## config.mk

```make
export PLATFORM = sky130hd
export DESIGN_NAME = trigger_playback_clock_control
export DESIGN_NICKNAME = d
export VERILOG_FILES = /design/src/trig_pkg.sv /design/src/trigger_playback_clock_control.sv
export VERILOG_INCLUDE_DIRS = /design/src
export SDC_FILE = /design/constraint.sdc
export NUM_CORES = 1
export LEC_CHECK = 0
export ABC_AREA = 1
export BUFFER_PORTS_ARGS = -buffer_cell sky130_fd_sc_hd__buf_2
export CAP_MARGIN = 0
export CORE_MARGIN = 2
export CORE_UTILIZATION = 46
export CTS_CLUSTER_SIZE = 40
export DETAILED_ROUTE_END_ITERATION = 6
export GPL_ROUTABILITY_DRIVEN = 1
export HOLD_SLACK_MARGIN = 0.03
export PLACE_DENSITY = 0.68
export SETUP_SLACK_MARGIN = 0.02
export SLEW_MARGIN = 20
export SYNTH_ARGS = -nofsm -noshare
export SYNTH_HDL_FRONTEND = slang
export SYNTH_HIERARCHICAL = 1
export SYNTH_SLANG_ARGS = --single-unit
```

## constraint.sdc

```tcl
create_clock -name clk -period 3.9 [get_ports clk]
set_input_delay 0 -clock clk [delete_from_list [all_inputs] [get_ports clk]]
set_output_delay 0 -clock clk [all_outputs]
set_load 0.02 [all_outputs]
```

## src/trig_map.svh

```systemverilog
// register offsets, field positions, reset values and rate limits of the trigger block
`ifndef TRIG_MAP_SVH
`define TRIG_MAP_SVH
// ==================================================
// register byte offsets
`define TRIG_OFF_CTRL    8'h00
`define TRIG_OFF_BURST   8'h04
`define TRIG_OFF_DELAY   8'h08
`define TRIG_OFF_DECADE  8'h0c
`define TRIG_OFF_FREQ    8'h10
`define TRIG_OFF_POINTS  8'h14
`define TRIG_OFF_STATUS  8'h18
// ==================================================
// control register field positions
`define TRIG_CTRL_MODE_LO  0
`define TRIG_CTRL_SLOPE    2
`define TRIG_CTRL_SRCEXT   3
`define TRIG_CTRL_LIMIT    4
`define TRIG_CTRL_AUTO     5
`define TRIG_CTRL_FIXED    6
`define TRIG_CTRL_RUN      7
`define TRIG_CTRL_INTLVL   8
// ==================================================
// reset values
`define TRIG_RST_BURST   12'h001
`define TRIG_RST_RATE    32'h17d7_8400
`define TRIG_RST_POINTS  16'h0001
`define TRIG_RST_LIMIT   1'b1
// ==================================================
// decade table and free-running limits, in hertz
`define TRIG_DECADES     3'h5
`define TRIG_DEC0_HI     32'd400000000
`define TRIG_DEC0_LO     32'd355000000
`define TRIG_DEC1_HI     32'd40000000
`define TRIG_DEC1_LO     32'd35500000
`define TRIG_DEC2_HI     32'd4000000
`define TRIG_DEC2_LO     32'd3550000
`define TRIG_DEC3_HI     32'd400000
`define TRIG_DEC3_LO     32'd355000
`define TRIG_DEC4_HI     32'd40000
`define TRIG_DEC4_LO     32'd35500
`define TRIG_FREE_LO     32'd6000
`define TRIG_FREE_HI     32'd400000000
`define TRIG_BURST_MAX   12'hfff
`endif

```

## src/trig_pkg.sv

```systemverilog
// types shared by the trigger sequencer and its ports
`default_nettype none
package trig_pkg;
  // ==================================================
  // modes and sequencer states
  typedef enum logic [1:0] {MODE_CONT, MODE_SINGLE, MODE_BURST, MODE_GATE} mode_t;
  typedef enum logic [1:0] {SEQ_IDLE, SEQ_DELAY, SEQ_PLAY} seq_t;
  // ==================================================
  // request from the edit engine and the replay stream word
  typedef struct packed {
    logic        valid;
    logic [31:0] rate;
    logic [15:0] points;
    logic [15:0] heldPoints;
  } edit_req_t;
  typedef struct packed {
    logic        last;
    logic [15:0] addr;
  } sample_t;
  // ==================================================
  // whole state of the top module
  typedef struct packed {
    logic        awready;
    logic        wready;
    logic        awHave;
    logic        wHave;
    logic [7:0]  awAddr;
    logic [31:0] wData;
    logic [3:0]  wStrb;
    logic        bvalid;
    logic [1:0]  bresp;
    logic        arready;
    logic        rvalid;
    logic [1:0]  rresp;
    logic [31:0] rdata;
    mode_t       mode;
    logic        slopeNeg;
    logic        srcExt;
    logic        limit;
    logic        autoRate;
    logic        fixedClk;
    logic        run;
    logic        intLevel;
    logic [11:0] burst;
    logic [31:0] delay;
    logic [2:0]  decade;
    logic [31:0] userRate;
    logic [31:0] rate;
    logic [15:0] points;
    logic        sync1;
    logic        sync2;
    logic        lvlPrev;
    seq_t        seq;
    logic [31:0] delayCnt;
    logic [11:0] repsLeft;
    logic [15:0] addr;
    logic [15:0] ignored;
    logic        playing;
  } state_t;
endpackage : trig_pkg
`default_nettype wire

```

## src/trigger_playback_clock_control.sv

```systemverilog
// replay fifo and trigger sequencer with sample clock range selection
`timescale 1ns/1ps
`default_nettype none
`include "trig_map.svh"

// ==================================================
// shift fifo: head word is always a register
module replay_fifo #(
  parameter int WIDTH = 17,
  parameter int DEPTH = 8
) (
  input  wire logic             clk,
  input  wire logic             rst,
  input  wire logic [WIDTH-1:0] inData,
  input  wire logic             inValid,
  output logic                  inReady,
  output logic      [WIDTH-1:0] outData,
  output logic                  outValid,
  input  wire logic             outReady
);
  localparam int CW = $clog2(DEPTH + 1);
  typedef struct packed {
    logic [DEPTH-1:0][WIDTH-1:0] mem;
    logic [CW-1:0]               count;
    logic                        notFull;
    logic                        notEmpty;
  } fifo_t;
  fifo_t q;
  fifo_t d;
  logic  push;
  logic  pop;
  logic [CW-1:0] slot;

  // refuse shapes the shift logic cannot serve
  if (DEPTH < 2 || WIDTH < 1) begin : g_badShape
    $error("replay_fifo: depth below 2 or width below 1");
  end

  // pop shifts toward the head, push lands behind the last held word
  always_comb begin
    d = q;
    push = inValid && q.notFull;
    pop = outReady && q.notEmpty;
    slot = q.count - CW'(pop);
    if (pop) begin
      for (int i = 0; i < DEPTH - 1; i++) begin
        d.mem[i] = q.mem[i + 1];
      end
    end
    if (push) begin
      d.mem[slot] = inData;
    end
    d.count = q.count + CW'(push) - CW'(pop);
    d.notFull = (d.count != CW'(DEPTH));
    d.notEmpty = (d.count != '0);
    if (rst) begin
      d = '0;
      d.notFull = 1'b1;
    end
  end

  always_ff @(posedge clk) begin
    q <= d;
  end

  assign inReady  = q.notFull;
  assign outData  = q.mem[0];
  assign outValid = q.notEmpty;
endmodule : replay_fifo

// ==================================================
// top: register slave, trigger qualification, replay sequencer, rate selection
module trigger_playback_clock_control #(
  parameter int FIFO_DEPTH = 8
) (
  input  wire logic               clk,
  input  wire logic               rst,
  input  wire logic               trigComp,
  input  wire logic [7:0]         awaddr,
  input  wire logic               awvalid,
  output logic                    awready,
  input  wire logic [31:0]        wdata,
  input  wire logic [3:0]         wstrb,
  input  wire logic               wvalid,
  output logic                    wready,
  output logic [1:0]              bresp,
  output logic                    bvalid,
  input  wire logic               bready,
  input  wire logic [7:0]         araddr,
  input  wire logic               arvalid,
  output logic                    arready,
  output logic [31:0]             rdata,
  output logic [1:0]              rresp,
  output logic                    rvalid,
  input  wire logic               rready,
  input  wire trig_pkg::edit_req_t editReq,
  output trig_pkg::sample_t       sampleOut,
  output logic                    sampleValid,
  input  wire logic               sampleReady,
  output logic [2:0]              filterSel,
  output logic [31:0]             sampleRate,
  output logic                    playing
);
  import trig_pkg::*;

  // refuse a fifo too shallow for the shift logic
  if (FIFO_DEPTH < 2) begin : g_badDepth
    $error("trigger_playback_clock_control: fifo depth below 2");
  end

  state_t  q;
  state_t  n;
  logic    fifoReady;
  sample_t pushWord;
  logic    push;
  logic    lvl;
  logic    trigEvt;
  logic    gateOn;
  logic    lastSample;
  logic    triggered;

  // ==================================================
  // rate helpers
  function automatic logic [31:0] decHigh(input logic [2:0] dec);
    case (dec)
      3'h0:    decHigh = `TRIG_DEC0_HI;
      3'h1:    decHigh = `TRIG_DEC1_HI;
      3'h2:    decHigh = `TRIG_DEC2_HI;
      3'h3:    decHigh = `TRIG_DEC3_HI;
      default: decHigh = `TRIG_DEC4_HI;
    endcase
  endfunction : decHigh

  function automatic logic [31:0] decLow(input logic [2:0] dec);
    case (dec)
      3'h0:    decLow = `TRIG_DEC0_LO;
      3'h1:    decLow = `TRIG_DEC1_LO;
      3'h2:    decLow = `TRIG_DEC2_LO;
      3'h3:    decLow = `TRIG_DEC3_LO;
      default: decLow = `TRIG_DEC4_LO;
    endcase
  endfunction : decLow

  // confine a requested rate to the decade or to the free range
  function automatic logic [31:0] clampRate(input logic [31:0] r, input logic lim,
                                            input logic [2:0] dec);
    logic [31:0] lo;
    logic [31:0] hi;
    lo = lim ? decLow(dec) : `TRIG_FREE_LO;
    hi = lim ? decHigh(dec) : `TRIG_FREE_HI;
    if (r < lo) clampRate = lo;
    else if (r > hi) clampRate = hi;
    else clampRate = r;
  endfunction : clampRate

  // byte-lane merge of a register write
  function automatic logic [31:0] merge(input logic [31:0] old, input logic [31:0] wd,
                                        input logic [3:0] st);
    merge = old;
    for (int b = 0; b < 4; b++) begin
      if (st[b]) merge[b*8 +: 8] = wd[b*8 +: 8];
    end
  endfunction : merge

  // ==================================================
  // trigger qualification on the selected level: synchronised comparator or internal bit
  assign lvl       = q.srcExt ? q.sync2 : q.intLevel;
  assign trigEvt   = q.slopeNeg ? (q.lvlPrev && !lvl)
                                : (!q.lvlPrev && lvl);
  assign gateOn    = q.slopeNeg ? !lvl : lvl;
  assign lastSample = (q.addr == q.points - 16'h0001);
  assign push      = (q.seq == SEQ_PLAY) && fifoReady;
  assign pushWord  = '{last: lastSample, addr: q.addr};
  assign triggered = (q.mode == MODE_SINGLE) || (q.mode == MODE_BURST);

  // ==================================================
  // next state
  always_comb begin
    logic [31:0] cur;
    logic [31:0] wv;
    cur = 32'h0000_0000;
    wv = 32'h0000_0000;
    n = q;
    // synchroniser for the comparator pin
    n.sync1 = trigComp;
    n.sync2 = q.sync1;
    n.lvlPrev = lvl;

    // write address and data are taken independently
    if (awvalid && q.awready) begin
      n.awHave = 1'b1;
      n.awAddr = awaddr;
    end
    if (wvalid && q.wready) begin
      n.wHave = 1'b1;
      n.wData = wdata;
      n.wStrb = wstrb;
    end
    if (bready && q.bvalid) n.bvalid = 1'b0;

    // register write once both halves are held and no response is pending
    if (q.awHave && q.wHave && !q.bvalid) begin
      n.awHave = 1'b0;
      n.wHave = 1'b0;
      n.bvalid = 1'b1;
      n.bresp = 2'h0;
      if (q.awAddr == `TRIG_OFF_CTRL) begin
        cur = {23'h0, q.intLevel, q.run, q.fixedClk, q.autoRate, q.limit,
               q.srcExt, q.slopeNeg, q.mode};
        wv = merge(cur, q.wData, q.wStrb);
        n.mode = mode_t'(wv[`TRIG_CTRL_MODE_LO +: 2]);
        n.slopeNeg = wv[`TRIG_CTRL_SLOPE];
        n.srcExt = wv[`TRIG_CTRL_SRCEXT];
        n.limit = wv[`TRIG_CTRL_LIMIT];
        n.autoRate = wv[`TRIG_CTRL_AUTO];
        n.fixedClk = wv[`TRIG_CTRL_FIXED];
        n.run = wv[`TRIG_CTRL_RUN];
        n.intLevel = wv[`TRIG_CTRL_INTLVL];
      end else if (q.awAddr == `TRIG_OFF_BURST) begin
        wv = merge({20'h0, q.burst}, q.wData, q.wStrb);
        if (wv[31:12] != 20'h0) n.burst = `TRIG_BURST_MAX;
        else if (wv[11:0] == 12'h000) n.burst = 12'h001;
        else n.burst = wv[11:0];
      end else if (q.awAddr == `TRIG_OFF_DELAY) begin
        n.delay = merge(q.delay, q.wData, q.wStrb);
      end else if (q.awAddr == `TRIG_OFF_DECADE) begin
        wv = merge({29'h0, q.decade}, q.wData, q.wStrb);
        if (q.limit && wv < 32'(`TRIG_DECADES)) n.decade = wv[2:0];
        else n.bresp = 2'h2;
      end else if (q.awAddr == `TRIG_OFF_FREQ) begin
        n.userRate = merge(q.userRate, q.wData, q.wStrb);
      end else if (q.awAddr == `TRIG_OFF_POINTS) begin
        wv = merge({16'h0, q.points}, q.wData, q.wStrb);
        n.points = (wv[15:0] == 16'h0000) ? 16'h0001 : wv[15:0];
        n.addr = 16'h0000;
      end else if (q.awAddr == `TRIG_OFF_STATUS) begin
        n.ignored = 16'h0000;
      end else begin
        n.bresp = 2'h2;
      end
    end
    n.awready = !n.awHave;
    n.wready = !n.wHave;

    // read channel, one outstanding read
    if (rready && q.rvalid) begin
      n.rvalid = 1'b0;
      n.arready = 1'b1;
    end
    if (arvalid && q.arready) begin
      n.arready = 1'b0;
      n.rvalid = 1'b1;
      n.rresp = 2'h0;
      if (araddr == `TRIG_OFF_CTRL)
        n.rdata = {23'h0, q.intLevel, q.run, q.fixedClk, q.autoRate, q.limit,
                   q.srcExt, q.slopeNeg, q.mode};
      else if (araddr == `TRIG_OFF_BURST) n.rdata = {20'h0, q.burst};
      else if (araddr == `TRIG_OFF_DELAY) n.rdata = q.delay;
      else if (araddr == `TRIG_OFF_DECADE) n.rdata = {29'h0, q.decade};
      else if (araddr == `TRIG_OFF_FREQ) n.rdata = q.rate;
      else if (araddr == `TRIG_OFF_POINTS) n.rdata = {16'h0, q.points};
      else if (araddr == `TRIG_OFF_STATUS)
        n.rdata = {q.ignored, 10'h0, q.repsLeft != 12'h000, gateOn, q.playing,
                   lvl, q.seq};
      else begin
        n.rdata = 32'h0000_0000;
        n.rresp = 2'h2;
      end
    end

    // edit engine proposals: rate only moves when variable and automatic
    if (editReq.valid) begin
      if (q.autoRate && !q.fixedClk) begin
        n.userRate = editReq.rate;
        n.points = (editReq.points == 16'h0000) ? 16'h0001 : editReq.points;
      end else begin
        n.points = (editReq.heldPoints == 16'h0000) ? 16'h0001 : editReq.heldPoints;
      end
      n.addr = 16'h0000;
    end
    n.rate = clampRate(n.userRate, n.limit, n.decade);

    // replay sequencer
    case (q.seq)
      SEQ_IDLE: begin
        n.addr = 16'h0000;
        if (q.run) begin
          if (q.mode == MODE_CONT) begin
            n.seq = SEQ_PLAY;
          end else if (q.mode == MODE_GATE) begin
            if (gateOn) n.seq = SEQ_PLAY;
          end else if (trigEvt) begin
            n.repsLeft = (q.mode == MODE_BURST) ? q.burst : 12'h001;
            n.delayCnt = q.delay;
            n.seq = (q.delay == 32'h0) ? SEQ_PLAY : SEQ_DELAY;
          end
        end
      end
      SEQ_DELAY: begin
        n.delayCnt = q.delayCnt - 32'h1;
        if (q.delayCnt == 32'h1) n.seq = SEQ_PLAY;
      end
      SEQ_PLAY: begin
        if (push) begin
          n.addr = lastSample ? 16'h0000 : q.addr + 16'h0001;
          if (lastSample && triggered) begin
            n.repsLeft = q.repsLeft - 12'h001;
            if (q.repsLeft == 12'h001) n.seq = SEQ_IDLE;
          end
        end
        if (q.mode == MODE_GATE && !gateOn) n.seq = SEQ_IDLE;
      end
      default: n.seq = SEQ_IDLE;
    endcase
    // a trigger during a running shot or burst is dropped and counted
    if (q.seq != SEQ_IDLE && triggered && q.run && trigEvt &&
        q.ignored != 16'hffff) begin
      n.ignored = q.ignored + 16'h0001;
    end
    // clearing run stops the sequencer at once
    if (!q.run) n.seq = SEQ_IDLE;
    if (!q.run) n.repsLeft = 12'h000;
    n.playing = (n.seq == SEQ_PLAY);

    if (rst) begin
      n = '0;
      n.awready = 1'b1;
      n.wready = 1'b1;
      n.arready = 1'b1;
      n.mode = MODE_CONT;
      n.seq = SEQ_IDLE;
      n.limit = `TRIG_RST_LIMIT;
      n.burst = `TRIG_RST_BURST;
      n.userRate = `TRIG_RST_RATE;
      n.rate = `TRIG_RST_RATE;
      n.points = `TRIG_RST_POINTS;
    end
  end

  always_ff @(posedge clk) begin
    q <= n;
  end

  // ==================================================
  // replay words leave through the fifo; a stalled sink stalls the sequencer
  replay_fifo #(
    .WIDTH ($bits(sample_t)),
    .DEPTH (FIFO_DEPTH)
  ) u_fifo (
    .clk      (clk),
    .rst      (rst),
    .inData   (pushWord),
    .inValid  (push),
    .inReady  (fifoReady),
    .outData  (sampleOut),
    .outValid (sampleValid),
    .outReady (sampleReady)
  );

  assign awready    = q.awready;
  assign wready     = q.wready;
  assign bvalid     = q.bvalid;
  assign bresp      = q.bresp;
  assign arready    = q.arready;
  assign rvalid     = q.rvalid;
  assign rresp      = q.rresp;
  assign rdata      = q.rdata;
  assign filterSel  = q.decade;   // filter select is the decade index itself
  assign sampleRate = q.rate;
  assign playing    = q.playing;
endmodule : trigger_playback_clock_control
`default_nettype wire

```

* Word-level counts from Yosys, hierarchy flattened
Cells that the tools add are included.
Operators by class: add/sub/neg operators 8, magnitude comparators 5, equality and inequality tests 43, mux-type cells 166, bitwise logic cells 3, reductions and logical operators 63
Operator list (count):
- two-way mux 32 bit | 22
- two-way mux 8 bit | 63
- two-way mux 16 bit | 18
- two-way mux 119 bit | 2
- one-hot mux 29 bit (4 select lines) | 2
- bitwise mux 136 bit | 1
- two-way mux 46 bit | 2
- two-way mux 44 bit | 2
- two-way mux 84 bit | 1
- two-way mux 79 bit | 1
- two-way mux 67 bit | 1
- one-hot mux 32 bit (2 select lines) | 1
- two-way mux 12 bit | 5
- one-hot mux 28 bit (2 select lines) | 1
- two-way mux 2 bit | 27
- demux 17 bit (select 3 bit) | 1
- equality test 8 x 5 -> 1 bit, second input constant | 6
- logical NOT 16 bit | 3
- two-way mux 36 bit | 1
- two-way mux 35 bit | 1
- adder 16 x 1 -> 16 bit, second input constant | 2
- equality test 32 x 1 -> 1 bit, second input constant | 1
- equality test 8 x 4 -> 1 bit, second input constant | 4
- greater-than comparator 32 bit | 1
- 44 further kinds | 119
Word-level totals: bits in registers 447, bits of input ports 126, output and inout port bits 95, word-level logic and storage cells 338

* Depth between registers and ports, before layout
Gate-level depths: netlist (run 1).
depth after elaboration 20, gate-level depth with buffers 33, gate-level depth less buffers 30

* Modules after synthesis
Netlist (run 1), hierarchy kept.
Modules (own cells, without submodules):
- trigger_playback_clock_control | instances 1, cells each 2668, area an instance 17890.9 µm², seq. area each 6065.8 µm²
- replay_fifo | instances 1, cells each 1349, area an instance 7830.0 µm², seq. area each 2842.7 µm²

* Least setup slack after synthesis (run 1)
OpenSTA, ideal clock, no wires.
path type reg2reg, start point register q[258] (netlist name), end point register q, in the netlist sampleRate[22], setup time 0.126 ns, arrival time 3.410 ns, data required time 3.774 ns, path slack 0.365 ns, stages on the path, launching flop included 29, path buffers 3, clock period less this slack 3.535 ns, cells stage by stage dfxtp_1 > buf_2 > nand2_1 > nand2_1 > nor2_1 > nand3_1 > nor2_2 > nand3_2 > or2_0 > o21ai_2 > nand2_1 > inv_2 > nand2_1 > nand2_1 > inv_2 > ha_1 > nand2_1 > nor2_1 > nand4_1 > nor4_1 > nand3_1 > nor2_1 > nand2_2 > nand2_2 > buf_6 > buf_6 > nor2_1 > o21ai_1 > nand2_1
RTL lines:
- to (signal assigned) | RTL line trigger_playback_clock_control.sv:341 | q <= n;
- to (decl) | RTL line trigger_playback_clock_control.sv:111 | state_t q;

==> results of run 1 <==
==> per-stage QoR <==
stage	setup WS, ps	instances	utilization, %	instance area [sq um]
2_1_floorplan	365	4021	-	25700
3_3_place_gp	97.9	4828	49.5	27300
3_5_place_dp	-86.9	4828	49.5	27300
4_1_cts	20.6	5065	55.1	30400
5_1_grt	-403	5089	56.2	31000
6_report	-143	5090	56.2	31000
==> power by group through the flow <==
stage	clock (mW)	combinational [mW]	sequential, mW
detailed placement	0	1.65	4.99
finish	4.88	1.99	4.90
global placement	0	1.64	5.00
CTS	4.92	1.79	4.89
global route	5.13	2.16	4.91
floorplan	0	1.24	4.86
==> cell families (layout without fill, tap and decap cells) <==
| kind of cell | count (synthesis) | after routing | synth area share, % |
|---|---|---|---|
| compound gates | 651 | 651 | 14.1 |
| xor+xnor | 47 | 47 | 1.60 |
| fa+ha+maj | 59 | 59 | 2.90 |
| buf+inv | 708 | 1028 | 12.1 |
| flops | 445 | 445 | 34.6 |
| mux | 13 | 13 | 0.521 |
| other cells | 1 | 6 | 0.0146 |
| simple gates | 2093 | 2093 | 34.1 |
==> cell type report <==
class	count	area, sq um
diodes	1	2.50
clock buffers	72	1470
clock inverters	21	214
fillers	5304	24200
inverters	412	1560
multi-input cells	2868	14000
flip-flops and latches	445	8920
well taps	748	936
repair buffers	523	3880
==> worst max path at each step <==
stage                                      to  cells after the start  slack, ps
CTS                 sampleRate[13]$_SDFF_PP0_                     29         20
global placement     sampleRate[4]$_SDFF_PP0_                     25        100
detailed placement  sampleRate[11]$_SDFF_PP0_                     26        -90
floorplan           sampleRate[22]$_SDFF_PP1_                     28        360
global route        sampleRate[13]$_SDFF_PP0_                     28       -400
finish              sampleRate[13]$_SDFF_PP0_                     28       -140
==> what timing repair did <==
action | CTS | global route
endpoints found under the hold margin | 125 | 0
buffers inserted | 3 | 20
setup endpoints to repair | 29 | 29
pin swaps | 0 | 28
hold buffers | 141 | 0
cloned | 0 | 4
resized for setup | 3 | 96
==> sequential cells by signal (all words and copies together), names as in the netlist, 3 cells and up <==
signal	count
u_fifo/q	123
pushWord	16
rdata	32
q	212
u_fifo/outData	17
sampleRate	32
filterSel	3
==> metal layers <==
metal / wire length, um / vias to the layer above / track usage [%]
met4: 4950 / 2 / 15.8
met1: 39700 / 12533 / 42.6
li1: - / 13403 / -
met5: 12 / - / 0
met2: 40400 / 1305 / 48.4
met3: 8750 / 277 / 5.83
==> synth_stat cells (15+ instances only) <==
cell type / instances / area share (%)
sky130_fd_sc_hd__nand4_1: 28 / 0.68
sky130_fd_sc_hd__nor4_1: 31 / 0.75
sky130_fd_sc_hd__a31oi_1: 34 / 0.83
sky130_fd_sc_hd__a211oi_1: 16 / 0.47
sky130_fd_sc_hd__clkbuf_1: 134 / 2.0
sky130_fd_sc_hd__dfxtp_1: 445 / 35
sky130_fd_sc_hd__o21ai_1: 25 / 0.49
sky130_fd_sc_hd__xor2_1: 33 / 1.1
sky130_fd_sc_hd__o211ai_1: 25 / 0.73
sky130_fd_sc_hd__nor3_1: 34 / 0.66
sky130_fd_sc_hd__inv_1: 388 / 5.7
sky130_fd_sc_hd__nand2_2: 15 / 0.36
sky130_fd_sc_hd__inv_2: 20 / 0.29
sky130_fd_sc_hd__nand3b_1: 19 / 0.55
sky130_fd_sc_hd__a21oi_1: 215 / 4.2
sky130_fd_sc_hd__o21ai_0: 265 / 5.2
sky130_fd_sc_hd__nor2_1: 614 / 9.0
sky130_fd_sc_hd__nand2_1: 1028 / 15
sky130_fd_sc_hd__ha_1: 58 / 2.8
sky130_fd_sc_hd__nand3_1: 265 / 5.2
sky130_fd_sc_hd__buf_2: 43 / 0.84
sky130_fd_sc_hd__buf_4: 92 / 2.7
sky130_fd_sc_hd__buf_1: 18 / 0.26
==> worst reg2reg max path: cells and delay by family (launching register included) <==
family,cells,cell delay (ps)
AND/OR/NAND/NOR,20,2600
buffers and inverters,5,480
flip-flops,1,380
adder cells (fa/ha/maj),1,280
AO/OA/AOI/OAI,2,230
==> out/summary.txt, run 1 <==
CTS
-------------------------------------------------------------------------------------
Clock latency on the worst-skew pair                                           630 ps
TritonCTS Buffers                                                                  50
H-tree depth                                                                        2
Maximum count of clock buffers along a single path                                  3
Clock Sink Count                                                                  445
Clk slew on worst S/H paths                                                     70 ps
Clock tree from TritonCTS                                                       built
Clock root buffer                                                        sky130_fd_sc_hd__clkbuf_16

FLOORPLAN
-------------------------------------------------------------------------------------
Width of the die                                                               240 um
Top Ports                                                                         221
Cell row count                                                                     86
Initial core utilization                                                        46.6%
Placeable core region                                                    0.0552 sq mm
Die Y-Extent                                                                   240 um
Floorplan die area                                                       0.0578 sq mm

PWR
-------------------------------------------------------------------------------------
Worst IR drop on VDD                                                         0.348 mV
Net Sw Frac                                                                     30.9%
Part of the total power dissipated in combinational logic                       16.9%
Clock network fraction of total power                                           41.5%
Power density cells                                                       380 mW/mm^2
Switching power                                                               3.64 mW
Leakage power of the design                                                   15.0 nW
Share of total power in sequential cells                                        41.6%
Design internal power                                                         8.13 mW
Final Total Pwr                                                               11.8 mW

CRITICAL PATH
-------------------------------------------------------------------------------------
CP max stage cell                                                        sky130_fd_sc_hd__dfxtp_4
FF-to-FF End                                                             sampleRate[13]$_SDFF_PP0_
Most prevalent standard cell on the critical path                        sky130_fd_sc_hd__nand2_2
Critical-path maximum fanout                                                        8
CP required                                                                   4440 ps
Startpoint type of the worst setup path                                          flop
Logic depth of the worst register-to-register path                                 28
Buffer and inverter count on the worst path                                         5
Reg2reg setup slack                                                           -140 ps
Delay of the slowest cell on the worst path                                    380 ps
Timing startpoint of the critical path                                   q[257]$_SDFFE_PP0P_
Endpoint class of the critical path                                              flop
Kind of cell with the highest combined delay on the critical path        simple AND/OR/NAND/NOR gates
Reg-to-reg startpoint                                                    q[257]$_SDFFE_PP0P_
Type of the setup path with the least slack                              flop to flop
WP data arrival                                                               4580 ps

TIMING
-------------------------------------------------------------------------------------
RSZ-0062 raised after global routing                                              yes
Min cycle time layout                                                         4040 ps
Worst path setup slack after routing                                          -143 ps
Count of endpoints failing hold in the final timing report                          0
Worst hold margin                                                             6.26 ps
Setup total negative slack                                                   -2100 ps
Max-slew violation count                                                            0
Actual transition at the worst max-transition pin                             1030 ps
Worst rel slew slack                                                            31.1%
Highest attainable clock frequency                                            247 MHz
Layout Skew                                                                   31.3 ps
Ratio of final minimum period to clock period                                    104%
Final number of setup-violating endpoints                                          27

STATUS
-------------------------------------------------------------------------------------
Result of the run                                                        finished, violations left
Violated checks                                                          negative setup slack

JOB
-------------------------------------------------------------------------------------
Number of maximum-capacitance constraint violations                                 0

GLOBAL ROUTING
-------------------------------------------------------------------------------------
Pin count of the biggest net entering global routing                              101
Vias in the first global route                                                  24832
First-pass GRT wire length                                                  142000 um
Initial antenna violation count                                                     4
Final global-route overflow total                                                   0
Total Routing Usage GR                                                          31.6%

FINISH
-------------------------------------------------------------------------------------
Layout cell share with drive strength beyond 1                                  14.6%
Commonest cells after routing, fill and taps aside                       sky130_fd_sc_hd__nand2_1, sky130_fd_sc_hd__nor2_1, sky130_fd_sc_hd__dfxtp_1
Final net count                                                                  4485
Most frequent standard cell in the layout excluding fill and tap cells   sky130_fd_sc_hd__nand2_1
Area growth, synth to finish                                                    20.5%

WORST HOLD PATH
-------------------------------------------------------------------------------------
Hold Path End                                                            q[269]$_SDFFE_PP0P_
Hold/Removal Path Class                                                  primary input to flop
Hold wc startpoint                                                             wvalid
Number of instances on the worst hold path                                          5

PLACED DESIGN
-------------------------------------------------------------------------------------
Hpwl dp                                                                      66000 um
Input/output buffers                                                              218
Global placer's final weighted congestion                                        1.05

ROUTING
-------------------------------------------------------------------------------------
# DRC                                                                               0
Number of detailed-routing iterations run before antenna repair                     7
Vias after detailed routing                                                     27520
Avg WL per Cell                                                               18.4 um
1st-iter DRT viols                                                               3095
Post-DRT Antenna Nets                                                               0
Detailed-route wire length                                                   93800 um
Via-to-Cell Ratio                                                                5.41

SYNTH
-------------------------------------------------------------------------------------
Async SR Flop Fraction                                                             0%
Synthesis-stage register bit count                                                445
Synth Cell Area                                                          0.0257 sq mm
Most frequently used flop master after synthesis                         sky130_fd_sc_hd__dfxtp_1
Count of flip-flops with a built-in enable after synthesis                          0
Library cells used by synthesis                                                    70
Synthesis Warnings                                                                  6
Synthesized area divided by synthesized cell count                         6.40 sq um
Post-synthesis cell count                                                        4017
Sequential-to-total area share from yosys stat                                  34.6%

Note: power is estimated with default switching activity, not from simulation.
==> run 2: changes to the inputs <==
Settings changed: SETUP_SLACK_MARGIN 0.02 to unset.
==> out/summary.txt, run 2 (synthesized netlist as in run 1, its figures left out) <==
ROUTING
-------------------------------------------------------------------------------------
Post-DRT Antenna Nets                                                               0   unchanged
Number of detailed-routing iterations run before antenna repair                     7   unchanged
Detailed-route wire length                                                   93900 um   was 93800 um
Via-to-Cell Ratio                                                                5.42   was 5.41
Vias after detailed routing                                                     27602   was 27520
1st-iter DRT viols                                                               3105   was 3095
# DRC                                                                               2   was 0
Avg WL per Cell                                                               18.4 um   about the same

PLACED DESIGN
-------------------------------------------------------------------------------------
Cell Area, Placed                                                        0.0273 sq mm   unchanged
Input/output buffers                                                              218   unchanged
DP Worst Slack                                                               -86.9 ps   unchanged
Hpwl dp                                                                      66000 um   unchanged
Cell total after placement                                                       4828   unchanged
Global placer's final weighted congestion                                        1.05   unchanged

FINISH
-------------------------------------------------------------------------------------
Area of combinational cells with multiple inputs                         0.0140 sq mm   about the same
Storage element area                                                     0.00892 sq mm   about the same
Layout Cell Area excl Fill                                               0.0310 sq mm   about the same
Number of flip-flops under the largest register name                              212   unchanged
Commonest cells after routing, fill and taps aside                       sky130_fd_sc_hd__nand2_1, sky130_fd_sc_hd__nor2_1, sky130_fd_sc_hd__dfxtp_1   unchanged
Largest registers                                                        q (212), u_fifo/q (123)   unchanged
Top register by number of flip-flops                                                q   unchanged
Most frequent standard cell in the layout excluding fill and tap cells   sky130_fd_sc_hd__nand2_1   unchanged
Final Instance Count excl. Fillers                                               5093   was 5090
Final cell utilization of the core                                              56.1%   was 56.2%
Total of fill cells in the finished design                                       5302   was 5304
Layout cell share with drive strength beyond 1                                  14.5%   was 14.6%
Final net count                                                                  4487   was 4485
Area growth, synth to finish                                                    20.4%   was 20.5%

CRITICAL PATH
-------------------------------------------------------------------------------------
Critical-path maximum fanout                                                        6   was 8
CP required                                                                   4440 ps   about the same
Type of the setup path with the least slack                              flop to flop   unchanged
Logic depth of the worst register-to-register path                                 29   was 28
Reg2reg setup slack                                                           -140 ps   about the same
Reg-to-reg startpoint                                                    q[297]$_SDFFE_PP0P_   was q[257]$_SDFFE_PP0P_
Endpoint class of the critical path                                              flop   unchanged
FF-to-FF End                                                             sampleRate[13]$_SDFF_PP0_   unchanged
Kind of cell with the highest combined delay on the critical path        simple AND/OR/NAND/NOR gates   unchanged
Startpoint type of the worst setup path                                          flop   unchanged
CP max stage cell                                                        sky130_fd_sc_hd__dfxtp_2   was sky130_fd_sc_hd__dfxtp_4
Critical Path Stages                                                               29   was 28
Delay of the slowest cell on the worst path                                    340 ps   was 380 ps
Buffer and inverter count on the worst path                                         7   was 5
WP data arrival                                                               4580 ps   about the same

PWR
-------------------------------------------------------------------------------------
Power density cells                                                       380 mW/mm^2   about the same
Leakage power of the design                                                   15.0 nW   about the same
Worst IR drop on VDD                                                         0.348 mV   about the same

TIMING
-------------------------------------------------------------------------------------
Highest attainable clock frequency                                            248 MHz   was 247 MHz
Ratio of final minimum period to clock period                                    104%   about the same
Count of endpoints failing hold in the final timing report                          0   unchanged
Worst rel slew slack                                                            31.0%   was 31.1%
Final number of setup-violating endpoints                                          29   was 27
Worst path setup slack after routing                                          -138 ps   was -143 ps
Actual transition at the worst max-transition pin                             1040 ps   was 1030 ps
Layout Skew                                                                   29.7 ps   was 31.3 ps
Max-slew violation count                                                            0   unchanged
RSZ-0062 raised after global routing                                              yes   unchanged
Min cycle time layout                                                         4040 ps   about the same

FLOORPLAN
-------------------------------------------------------------------------------------
Initial core utilization                                                        46.6%   unchanged
Die Y-Extent                                                                   240 um   unchanged
Floorplan die area                                                       0.0578 sq mm   unchanged
Width of the die                                                               240 um   unchanged
Top Ports                                                                         221   unchanged
Placeable core region                                                    0.0552 sq mm   unchanged
Cell row count                                                                     86   unchanged

WORST HOLD PATH
-------------------------------------------------------------------------------------
Hold Path End                                                            q[269]$_SDFFE_PP0P_   unchanged
Hold/Removal Path Class                                                  primary input to flop   unchanged
Number of instances on the worst hold path                                          5   unchanged
Hold wc startpoint                                                             wvalid   unchanged

STATUS
-------------------------------------------------------------------------------------
Result of the run                                                        finished, violations left   unchanged
Violated checks                                                          design-rule violations, negative setup slack   was negative setup slack

JOB
-------------------------------------------------------------------------------------
Number of maximum-capacitance constraint violations                                 0   unchanged

CTS
-------------------------------------------------------------------------------------
Maximum count of clock buffers along a single path                                  3   unchanged
Clock tree from TritonCTS                                                       built   unchanged
Clk slew on worst S/H paths                                                     60 ps   was 70 ps
Clock root buffer                                                        sky130_fd_sc_hd__clkbuf_16   unchanged
Clock latency on the worst-skew pair                                           630 ps   about the same
H-tree depth                                                                        2   unchanged
TritonCTS Buffers                                                                  50   unchanged
Clock Sink Count                                                                  445   unchanged

GLOBAL ROUTING
-------------------------------------------------------------------------------------
Met1 GRT Util                                                                   42.6%   about the same
Total Routing Usage GR                                                          31.6%   about the same
Final global-route overflow total                                                   0   unchanged
Met3 track demand over resource in global routing                               5.83%   unchanged
First-pass GRT wire length                                                  142000 um   about the same
Pin count of the biggest net entering global routing                              101   unchanged
Met2 routing resource usage after global routing                                48.3%   was 48.4%
Vias in the first global route                                                  24820   was 24832
Initial antenna violation count                                                     4   unchanged
Highest-utilization routing layer at the global route stage                      met2   unchanged

-- run 2: per-layer routing --
layer / part of all wire, % / vias to the layer above
met3: 9.8 / 280
met2: 43 / 1372
met4: 5.2 / 2
met1: 42 / 12546
li1: - / 13402
met5: 0.013 / -
-- run 2: worst max path at each step --
stage	endpoint	startpoint	slack, ps
floorplan	sampleRate[22]$_SDFF_PP1_	q[258]$_SDFFE_PP0P_	360
global placement	sampleRate[4]$_SDFF_PP0_	q[257]$_SDFFE_PP0P_	100
detailed placement	sampleRate[11]$_SDFF_PP0_	q[257]$_SDFFE_PP0P_	-90
CTS	sampleRate[13]$_SDFF_PP0_	q[297]$_SDFFE_PP0P_	5
global route	sampleRate[13]$_SDFF_PP0_	q[297]$_SDFFE_PP0P_	-390
finish	sampleRate[13]$_SDFF_PP0_	q[297]$_SDFFE_PP0P_	-140
-- run 2: layout make-up --
cell class,instances,area share (%)
Antenna cell,2,0.0162
Clock buffer,72,4.76
Clock inverter,21,0.691
Inverter,412,5.03
Multi-Input combinational cell,2868,45.1
Sequential cell,445,28.8
Tap cell,748,3.02
Timing Repair Buffer,525,12.6
-- run 2: power breakdown --
group	switching, mW	internal (mW)	total [mW]
Combinational	1.31	0.678	1.99
Sequential	0.226	4.68	4.90
Clock	2.10	2.78	4.88
-- run 2: stage by stage --
stage,power (mW),hold slack [ps],TNS (ps)
2_1_floorplan,6.10,66.7,0
3_3_place_gp,6.63,257,0
3_5_place_dp,6.64,255,-1020
4_1_cts,11.6,31.4,0
5_1_grt,12.2,80.3,-9210
6_report,11.8,15.5,-2030
-- run 2: what timing repair did --
item                                    4_1_cts  5_1_grt
hold buffers                                141        0
buffers inserted                              0       25
endpoints found under the setup margin       29       29
pin swaps                                     0       29
resized for setup                             3       94
endpoints found under the hold margin       125        0
gates cloned                                  0        4
-- run 2: worst min-delay path: stages --
cell and delay, ps:
sky130_fd_sc_hd__buf_2 70, sky130_fd_sc_hd__nand2_1 40, sky130_fd_sc_hd__buf_4 240, sky130_fd_sc_hd__o21ai_0 190, sky130_fd_sc_hd__nor2_1 50
